--- config.mk ---
export PLATFORM = sky130hd
export DESIGN_NAME = spc_core
export DESIGN_NICKNAME = d
export VERILOG_FILES = /design/src/shared/spc_pkg.sv /design/src/logic/spc_core.sv
export SDC_FILE = /design/constraint.sdc
export NUM_CORES = 1
export LEC_CHECK = 0
export BUFFER_PORTS_ARGS = -buffer_cell sky130_fd_sc_hd__buf_2
export CAP_MARGIN = 10
export CORE_ASPECT_RATIO = 0.7
export CORE_MARGIN = 5
export CORE_UTILIZATION = 47
export DETAILED_ROUTE_END_ITERATION = 6
export PLACE_DENSITY = 0.8
export SYNTH_ARGS = -nofsm -noshare
export SYNTH_HDL_FRONTEND = slang
export SYNTH_SLANG_ARGS = --single-unit
--- constraint.sdc ---
create_clock -name core_clk -period 1.95 [get_ports core_clk]
set_clock_uncertainty 0.1 [all_clocks]
set_input_delay 0.0975 -clock core_clk [delete_from_list [all_inputs] [get_ports core_clk]]
set_output_delay 0.0975 -clock core_clk [all_outputs]
set_load 0.02 [all_outputs]
--- src/shared/spc_pkg.sv ---
package spc_pkg;

  // Register indices; byte address is four times the index
  localparam logic [5:0] SPC_DATA_IDX = 6'h21;
  localparam logic [5:0] SPC_CTRL_IDX = 6'h22;
  localparam logic [5:0] SPC_STAT_IDX = 6'h23;
  localparam logic [7:0] SPC_DATA_ADDR = {SPC_DATA_IDX, 2'b00};
  localparam logic [7:0] SPC_CTRL_ADDR = {SPC_CTRL_IDX, 2'b00};
  localparam logic [7:0] SPC_STAT_ADDR = {SPC_STAT_IDX, 2'b00};

  // Control register fields
  localparam int CTL_IRQ_EN  = 7;
  localparam int CTL_PER_EN  = 6;
  localparam int CTL_HALF    = 5;
  localparam int CTL_MASTER  = 4;
  localparam int CTL_CLOCK_POLARITY_BIT    = 3;
  localparam int CTL_CLOCK_PHASE_BIT    = 2;
  localparam int CTL_RATE_HI = 1;
  localparam int CTL_RATE_LO = 0;

  // Status register fields
  localparam int STA_DONE  = 7;
  localparam int STA_WRITE_COLLISION_FLAG  = 6;
  localparam int STA_OVR   = 5;
  localparam int STA_MODE_FAULT_FLAG  = 4;
  localparam int STA_RSVD  = 3;
  localparam int STA_ODIS  = 2;
  localparam int STA_SSOFT = 1;
  localparam int STA_SSLVL = 0;

  // Reset values
  localparam logic [7:0] SPC_CTRL_RST = 8'h00;
  localparam logic [2:0] SPC_STLO_RST = 3'h0;

  // Half periods of SCK in core clocks for each divide ratio
  localparam logic [6:0] HALF_DIV4   = 7'h02;
  localparam logic [6:0] HALF_DIV8   = 7'h04;
  localparam logic [6:0] HALF_DIV16  = 7'h08;
  localparam logic [6:0] HALF_DIV32  = 7'h10;
  localparam logic [6:0] HALF_DIV64  = 7'h20;
  localparam logic [6:0] HALF_DIV128 = 7'h40;

  // Sixteen SCK transitions per byte; the last one has index 15
  localparam logic [3:0] LAST_EDGE = 4'hf;

  typedef enum logic [0:0] {SPC_IDLE, SPC_SHIFT} spc_xfer_e;

endpackage

--- src/logic/spc_core.sv ---
`timescale 1ns/1ps
// How it works
// - One interrupt line, gated by enable and mask
// - Interrupt enable passes done, fault, overrun
// - Peripheral enable; hardware clears on master fault
// - Master select; cleared on master fault
// - Clock polarity sets SCK idle level
// - Clock phase picks first or second capture
// - Master SCK is core clock over 4..128
// - Half divider bit removes divide-by-two stage at rate codes 00 and 10
// - Divider bits ignored in slave mode
// - Done flag cleared by status then data
// - Data writes ignored while done unread
// - Write collision flag, no interrupt
// - Overrun when byte lands on set done
// - Mode fault cleared by status then control
// - Reserved status bit reads zero
// - Output disable removes data output
// - Soft select replaces pin with level bit
// - Level bit zero selects the slave
// - Master data write starts a byte
// - Received byte buffered at done; reads buffer
// - Done wakes from halt, overrun does not
// - Collision cleared by status then data read
// - Colliding write discarded, transfer goes on
// - Overrun keeps first unread byte
module spc_core
  import spc_pkg::*;
(
  input  wire logic        core_clk,        // Core clock, 25 MHz
  input  wire logic        sys_rst,         // Synchronous reset
  input  wire logic [7:0]  avs_address,     // Byte address
  input  wire logic        avs_read,        // Read request
  input  wire logic        avs_write,       // Write request
  input  wire logic [31:0] avs_writedata,   // Write data
  input  wire logic [3:0]  avs_byteenable,  // Byte lanes
  output logic      [31:0] avs_readdata,    // Read data
  output logic             avs_waitrequest, // Stall
  input  wire logic        cpu_irq_mask,    // CPU interrupt mask, 1 masks
  output logic             spi_irq,         // Shared interrupt request
  output logic             halt_wake,       // Wake request from halt
  output logic             pins_alt_en,     // SPI owns its pins
  input  wire logic        sck_in,          // SCK pin level
  output logic             sck_out,         // SCK drive
  output logic             sck_oe,          // SCK enable
  input  wire logic        mosi_in,         // MOSI pin level
  output logic             mosi_out,        // MOSI drive
  output logic             mosi_oe,         // MOSI enable
  input  wire logic        miso_in,         // MISO pin level
  output logic             miso_out,        // MISO drive
  output logic             miso_oe,         // MISO enable
  input  wire logic        ss_n_in          // Slave select pin, active low
);

  typedef struct packed {
    logic [7:0] ctl;       // Control register
    logic       done;      // Transfer done flag
    logic       write_collision_flag;      // Write collision flag
    logic       overrun_flag;       // Overrun flag
    logic       mode_fault_flag;      // Mode fault flag
    logic [2:0] stlo;      // Output disable, soft select, level
    logic       stat_seen; // Status read since done last cleared or set
    logic       mode_fault_flag_seen; // Status access while fault set
    logic [7:0] rxbuf;     // Receive buffer
    logic [7:0] sh;        // Shift register
    logic       dout;      // Serial data out bit
    spc_xfer_e  xfer;      // Master transfer state
    logic [3:0] edge_cnt;  // SCK transition index
    logic [6:0] div_cnt;   // Half period counter
    logic       sck;       // Master SCK level
    logic       sck_prev;  // Previous SCK pin sample
    logic       wreq;      // Waitrequest
    logic [7:0] rdata;     // Read data
    logic       irq;       // Interrupt output
    logic       wake;      // Wake output
    logic [3:0] pins;      // Alt flag, SCK, MOSI and MISO enables
    logic       done_ev;   // Byte completed last cycle
  } spc_state_s;

  spc_state_s st_ff;   // Registered state
  spc_state_s nxt_st;  // Next state

  // Decoded request, taken only in the cycle waitrequest is low
  logic       req;       // Any access pending
  logic       acc;       // Access completes this edge
  logic       wr_data;   // Data register write
  logic       rd_data;   // Data register read
  logic       wr_ctl;    // Control register write
  logic       rd_stat;   // Status register read
  logic       lane0;     // Low byte lane enabled
  logic       master;    // Master mode
  logic       ss_int_n;  // Internal slave select, low selects
  logic       sck_edge;  // One SCK transition this cycle
  logic       capture;   // Transition is a capture edge
  logic       sin;       // Serial input bit for this mode
  logic       busy;      // Transfer sequence in progress
  logic [6:0] half;      // Selected half period
  logic [7:0] stat_rd;   // Status register image

  // Request decode and mode helpers
  always_comb
  begin
    req      = avs_read | avs_write;
    acc      = req & ~st_ff.wreq;
    lane0    = avs_byteenable[0];
    wr_data  = acc & avs_write & lane0 & (avs_address == SPC_DATA_ADDR);
    rd_data  = acc & avs_read & (avs_address == SPC_DATA_ADDR);
    wr_ctl   = acc & avs_write & lane0 & (avs_address == SPC_CTRL_ADDR);
    rd_stat  = acc & avs_read & (avs_address == SPC_STAT_ADDR);
    master   = st_ff.ctl[CTL_MASTER];
    // Pin or software level selects the slave
    ss_int_n = st_ff.stlo[STA_SSOFT] ? st_ff.stlo[STA_SSLVL]
                                     : ss_n_in;
    sin      = master ? miso_in : mosi_in;
    stat_rd  = {st_ff.done, st_ff.write_collision_flag, st_ff.overrun_flag, st_ff.mode_fault_flag,
                1'b0, st_ff.stlo};
    busy     = master ? (st_ff.xfer == SPC_SHIFT)
                      : (st_ff.edge_cnt != 4'h0);
  end

  // Ratio select; only master timing reads it, so slave ignores it
  always_comb
  begin
    case (st_ff.ctl[CTL_RATE_HI:CTL_RATE_LO])
      2'b00:   half = st_ff.ctl[CTL_HALF] ? HALF_DIV4 : HALF_DIV8;
      2'b01:   half = HALF_DIV16;
      2'b10:   half = st_ff.ctl[CTL_HALF] ? HALF_DIV32 : HALF_DIV64;
      default: half = HALF_DIV128;
    endcase
  end

  // Edge timing: master from divider, slave from the SCK pin
  always_comb
  begin
    if (master)
    begin
      sck_edge = (st_ff.xfer == SPC_SHIFT) && (st_ff.div_cnt == 7'h01);
    end
    else
    begin
      sck_edge = st_ff.ctl[CTL_PER_EN] & ~ss_int_n &
                 (sck_in != st_ff.sck_prev);
    end
    // Phase 0 captures on even transitions, phase 1 on odd ones
    capture = (st_ff.edge_cnt[0] == st_ff.ctl[CTL_CLOCK_PHASE_BIT]);
  end

  // Next state of the whole block
  always_comb
  begin
    nxt_st          = st_ff;
    nxt_st.sck_prev = sck_in;
    nxt_st.done_ev  = 1'b0;
    nxt_st.wreq     = 1'b1;

    // Bus answer: one stall cycle, then one ready cycle
    if (req && st_ff.wreq)
    begin
      nxt_st.wreq = 1'b0;
      if (avs_address == SPC_DATA_ADDR)
      begin
        nxt_st.rdata = st_ff.rxbuf;
      end
      else if (avs_address == SPC_CTRL_ADDR)
      begin
        nxt_st.rdata = st_ff.ctl;
      end
      else if (avs_address == SPC_STAT_ADDR)
      begin
        nxt_st.rdata = stat_rd;
      end
      else
      begin
        nxt_st.rdata = 8'h00; // Unmapped reads as zero
      end
    end

    // Clearing sequences, applied before hardware sets
    if (rd_stat)
    begin
      nxt_st.overrun_flag       = 1'b0;
      nxt_st.stat_seen = 1'b1;
      nxt_st.mode_fault_flag_seen = st_ff.mode_fault_flag;
    end
    if ((rd_data || wr_data) && st_ff.stat_seen)
    begin
      nxt_st.done      = 1'b0;
      nxt_st.stat_seen = 1'b0;
    end
    if (rd_data && st_ff.stat_seen)
    begin
      nxt_st.write_collision_flag = 1'b0;
    end

    // Control write; fault blocks enabling outside its clear sequence
    if (wr_ctl)
    begin
      nxt_st.ctl = avs_writedata[7:0];
      if (st_ff.mode_fault_flag && st_ff.mode_fault_flag_seen)
      begin
        nxt_st.mode_fault_flag      = 1'b0;
        nxt_st.mode_fault_flag_seen = 1'b0;
      end
      else if (st_ff.mode_fault_flag)
      begin
        nxt_st.ctl[CTL_PER_EN] = 1'b0;
        nxt_st.ctl[CTL_MASTER] = 1'b0;
      end
    end
    // Only the three software bits of status are writable
    if (acc && avs_write && lane0 && (avs_address == SPC_STAT_ADDR))
    begin
      nxt_st.stlo = avs_writedata[2:0];
    end

    // Data write: collision, inhibit, or load
    if (wr_data)
    begin
      if (busy)
      begin
        nxt_st.write_collision_flag = 1'b1;
      end
      else if (st_ff.done && !st_ff.stat_seen)
      begin
        nxt_st.sh = st_ff.sh;
      end
      else
      begin
        nxt_st.sh = avs_writedata[7:0];
        if (!st_ff.ctl[CTL_CLOCK_PHASE_BIT])
        begin
          nxt_st.dout = avs_writedata[7];
        end
        if (master && st_ff.ctl[CTL_PER_EN])
        begin
          nxt_st.xfer     = SPC_SHIFT;
          nxt_st.div_cnt  = half;
          nxt_st.edge_cnt = 4'h0;
          nxt_st.sck      = st_ff.ctl[CTL_CLOCK_POLARITY_BIT];
        end
      end
    end

    // Master divider runs one half period per SCK transition
    if (st_ff.xfer == SPC_SHIFT)
    begin
      nxt_st.div_cnt = (st_ff.div_cnt == 7'h01) ? half
                                                : st_ff.div_cnt - 7'h01;
      if (sck_edge)
      begin
        nxt_st.sck = ~st_ff.sck;
      end
    end
    // Slave or idle master parks SCK at the polarity level
    if (!master || (st_ff.xfer == SPC_IDLE))
    begin
      nxt_st.sck = st_ff.ctl[CTL_CLOCK_POLARITY_BIT];
    end

    // Slave deselect drops any partial byte
    if (!master && ss_int_n)
    begin
      nxt_st.edge_cnt = 4'h0;
    end

    // Shifting: capture samples, the other edge presents next bit
    if (sck_edge)
    begin
      nxt_st.edge_cnt = st_ff.edge_cnt + 4'h1;
      if (capture)
      begin
        nxt_st.sh = {st_ff.sh[6:0], sin};
      end
      else
      begin
        nxt_st.dout = st_ff.sh[7];
      end
      if (st_ff.edge_cnt == LAST_EDGE)
      begin
        nxt_st.xfer     = SPC_IDLE;
        nxt_st.edge_cnt = 4'h0;
        nxt_st.done_ev  = 1'b1;
        nxt_st.done     = 1'b1;
        if (st_ff.done)
        begin
          nxt_st.overrun_flag = 1'b1;
        end
        else
        begin
          nxt_st.rxbuf = capture ? {st_ff.sh[6:0], sin}
                                 : st_ff.sh;
          // A status read from before this byte must not count
          nxt_st.stat_seen = 1'b0;
        end
      end
    end

    // Master mode fault: select driven low while master
    if (master && st_ff.ctl[CTL_PER_EN] && !ss_int_n)
    begin
      nxt_st.mode_fault_flag            = 1'b1;
      nxt_st.ctl[CTL_PER_EN] = 1'b0;
      nxt_st.ctl[CTL_MASTER] = 1'b0;
      nxt_st.xfer            = SPC_IDLE;
      nxt_st.edge_cnt        = 4'h0;
    end

    // Interrupt and wake outputs; collision is deliberately absent
    nxt_st.irq  = nxt_st.ctl[CTL_IRQ_EN] & ~cpu_irq_mask &
                  (nxt_st.done | nxt_st.mode_fault_flag | nxt_st.overrun_flag);
    nxt_st.wake = nxt_st.ctl[CTL_IRQ_EN] & nxt_st.done;

    // Pin enables, kept in the state so every output leaves a flop
    nxt_st.pins[3] = nxt_st.ctl[CTL_PER_EN];
    nxt_st.pins[2] = nxt_st.ctl[CTL_PER_EN] &
                     nxt_st.ctl[CTL_MASTER];
    nxt_st.pins[1] = nxt_st.pins[2] & ~nxt_st.stlo[STA_ODIS];
    nxt_st.pins[0] = nxt_st.ctl[CTL_PER_EN] & ~nxt_st.ctl[CTL_MASTER] &
                     ~nxt_st.stlo[STA_ODIS];
  end

  // State register
  always_ff @(posedge core_clk)
  begin
    if (sys_rst)
    begin
      st_ff      <= '0;
      st_ff.ctl  <= SPC_CTRL_RST;
      st_ff.stlo <= SPC_STLO_RST;
      st_ff.xfer <= SPC_IDLE;
      st_ff.wreq <= 1'b1;
    end
    else
    begin
      st_ff <= nxt_st;
    end
  end

  assign avs_readdata    = {24'h000000, st_ff.rdata};
  assign avs_waitrequest = st_ff.wreq;
  assign spi_irq         = st_ff.irq;
  assign halt_wake       = st_ff.wake;
  assign pins_alt_en     = st_ff.pins[3];
  assign sck_oe          = st_ff.pins[2];
  assign mosi_oe         = st_ff.pins[1];
  assign miso_oe         = st_ff.pins[0];
  assign sck_out         = st_ff.sck;
  assign mosi_out        = st_ff.dout;
  assign miso_out        = st_ff.dout;
endmodule // spc_core

==> results.cfg <==
[placement]
port_buffers = 43
dpl.cell_count = 534
place.detailed.hpwl_um = 6610
place_congestion = 0.885

[setup_path]
critical_path.startpoint = st_ff[19]
arrival_ps = 2090
cp_top_family = simple AND/OR/NAND/NOR gates
cp.required_ps = 2080
critical-path-max-stage-delay_ps = 350
crit_type = reg -> reg
rr_startpoint = st_ff[19]
crit_path_end_kind = register
path_cells = inv_2 -> ha_4 -> nor4b_4 -> nand4_4 -> a211oi_4 -> buf_12 -> mux2i_1 -> nor2_1
crit_path_start_kind = register
crit_buf_inv = 2
crit_fanout = 8
crit_slowest_cell = a211oi_4

[worst_hold_path]
min-delay-start = avs_address[0]
min-delay-path-class = in -> reg

[floorplanning]
die_w_um = 112
design.die.area_mm2 = 0.00915
coreArea_mm2 = 0.00722
initial_core_util = 0.476
rows = 26
ios = 95
die_y_um = 81.5

[detailed_routing]
postRouteWirelength_um = 9370
avgViaCountPerCell = 5.62
route.detailed.drc = 0
ant_nets = 0
num_vias = 3240
wl_met2_um = 4080
first_iter_violations = 235
wl_met3_um = 977
drt_first_pass_iters = 5
top_layer = met4
wl_per_cell_um = 16.2
met1_length_um = 4230

[power]
irDropWorstVdd_v = 0.000346
p_per_area_mw_per_mm2 = 618
p_total_w = 0.00269
p_leak_nw = 1.78

[logic_synthesis]
synthCells = 391
ys.warnings.count = 0
synth-main-ff-cell = dfxtp_1
yosysTopAreaCell = dfxtp_1
netlist_top_cells_area = dfxtp_1 36%, buf_4 7.9%, nor2_1 5.7%
async_reset_ff_frac = 0
synth_edf_count = 0
seq_area_frac_synth = 0.361
yosysMostFrequentCell = dfxtp_1
synth_top_area_share = 0.361
ys_types = 64
syn-cell-area_mm2 = 0.00344
ys_ff_latch = 62
syn_area_per_cell_um2 = 8.79
ys_top_cells_by_count = 62 x dfxtp_1, 52 x nor2_1, 36 x buf_4

[clock_tree]
cts_tree = done
clock_latency_ps = 350
htreeDepth = 3
clockBufferDepth = 2
numClockSinks = 62
clk_pin_slew_ps = 70
clock-root-buffer = clkbuf_8
numCtsBuffers = 9

[run]
drv_cap = 0

[timing]
timing.hold.ws_ps = 136
slew_headroom = 0.614
finalMaxSlewViolations = 0
tns_ps = -3.91
hold_violations = 0
rsz0062_at_grt = yes
period_minus_slack_ps = 1950
finalSetupViolCount = 1
worst_slack_ps = -3.91
tightest_slew_ps = 571
fin_crit_sh = 1.00
max_freq_ghz = 0.512

[grt]
gr-total-overflow = 0
grt.total_usage = 0.197
grt_max_degree = 29
grt_pass1_wl_um = 14300
first_global_vias = 2861
antenna_found_initial = 0

[final_layout]
num_antenna_cells = 0
layout.cells.non_filler = 577
fin_nets = 531
fillerInstances = 641
fin_util = 0.604
syn_to_final_growth_pct = 27.0
multi_input_area_mm2 = 0.00202
drive_above_1_share = 0.334
seqCellArea_mm2 = 0.00124

[outcome]
outcome = finished, violations left
violations = negative setup slack
tightest hold or removal path, cell delays in order:
cell	delay, ps
buf_2	100
nor4_4	50
and2_1	150
nand3_1	80
a21oi_1	60
repair_timing:
action	in CTS	in global routing
hold buffers	12	0
buffers inserted	0	12
hold endpoints to repair	19	0
resized for setup	10	33
cloned	1	2
setup endpoints to repair	14	31
pin swaps	1	16
per-stage QoR:
stage | instance area [µm²] | worst slack (ps)
floorplan | 3530 | 22.5
global placement | 3750 | -16.5
detailed placement | 3750 | -109
CTS | 4130 | 9.47
global route | 4360 | -86.2
finish | 4360 | -3.91
per-layer routing:
| metal | vias up | global-route usage |
|---|---|---|
| met1 | 1534 | 0.285 |
| met5 | - | 0 |
| met4 | 0 | 0.0492 |
| met2 | 160 | 0.288 |
| li1 | 1531 | - |
| met3 | 15 | 0.0589 |
worst paths after layout:
| check | to | cells past startpoint | slack [ps] |
|---|---|---|---|
| max reg2reg | st_ff[39] | 8 | -4 |
| min | st_ff[54] | 5 | 140 |
| min reg2reg | st_ff[54] | 2 | 380 |
| max | st_ff[39] | 8 | -4 |
cells by family (layout without fill, tap and decap cells):
group	count (synthesis)	after routing	synth area share
and+or+nand+nor	138	139	0.219
AOI/OAI and AO/OA	99	99	0.210
DFF	62	62	0.361
buffers and inverters	60	124	0.113
muxes	24	24	0.0736
adders and majority gates	4	4	0.0146
xor gates and xnor gates	3	3	0.00765
other	1	24	0.00109
sequential cells by signal, summed over array words and instances (netlist names):
register / cells
st_ff: 45
avs_readdata: 8
avs_waitrequest: 1
halt_wake: 1
master: 1
miso_oe: 1
miso_out: 1
mosi_oe: 1
sck_oe: 1
sck_out: 1
spi_irq: 1
cell type report:
class / instances / share of cell area
timing repair buffer: 101 / 0.166
multi-input combinational: 293 / 0.464
clock buffer: 14 / 0.0419
sequential: 62 / 0.285
inverter: 7 / 0.00602
tap: 98 / 0.0281
clock inverter: 2 / 0.00860
cell usage in the layout (no fill, tap or decap), types with 8 or more instances in the layout:
| master | netlist | final |
|---|---|---|
| conb_1 | 1 | 24 |
| nor2_1 | 52 | 47 |
| a21oi_1 | 23 | 22 |
| clkbuf_8 | 0 | 13 |
| dlygate4sd3_1 | 0 | 12 |
| buf_4 | 36 | 40 |
| dfxtp_1 | 62 | 60 |
| buf_2 | 3 | 43 |
| nand2_1 | 29 | 28 |
| o21ai_1 | 0 | 8 |
| mux2i_1 | 16 | 15 |
| a311oi_1 | 12 | 10 |
| a22o_1 | 9 | 9 |
| o21ai_0 | 19 | 11 |
power breakdown:
part | switching [W] | internal [W]
logic | 0.000120 | 0.0000646
registers | 0.00000239 | 0.00127
clock network | 0.000508 | 0.000731
total | 0.000631 | 0.00206
Note: power is estimated with default switching activity, not from simulation.
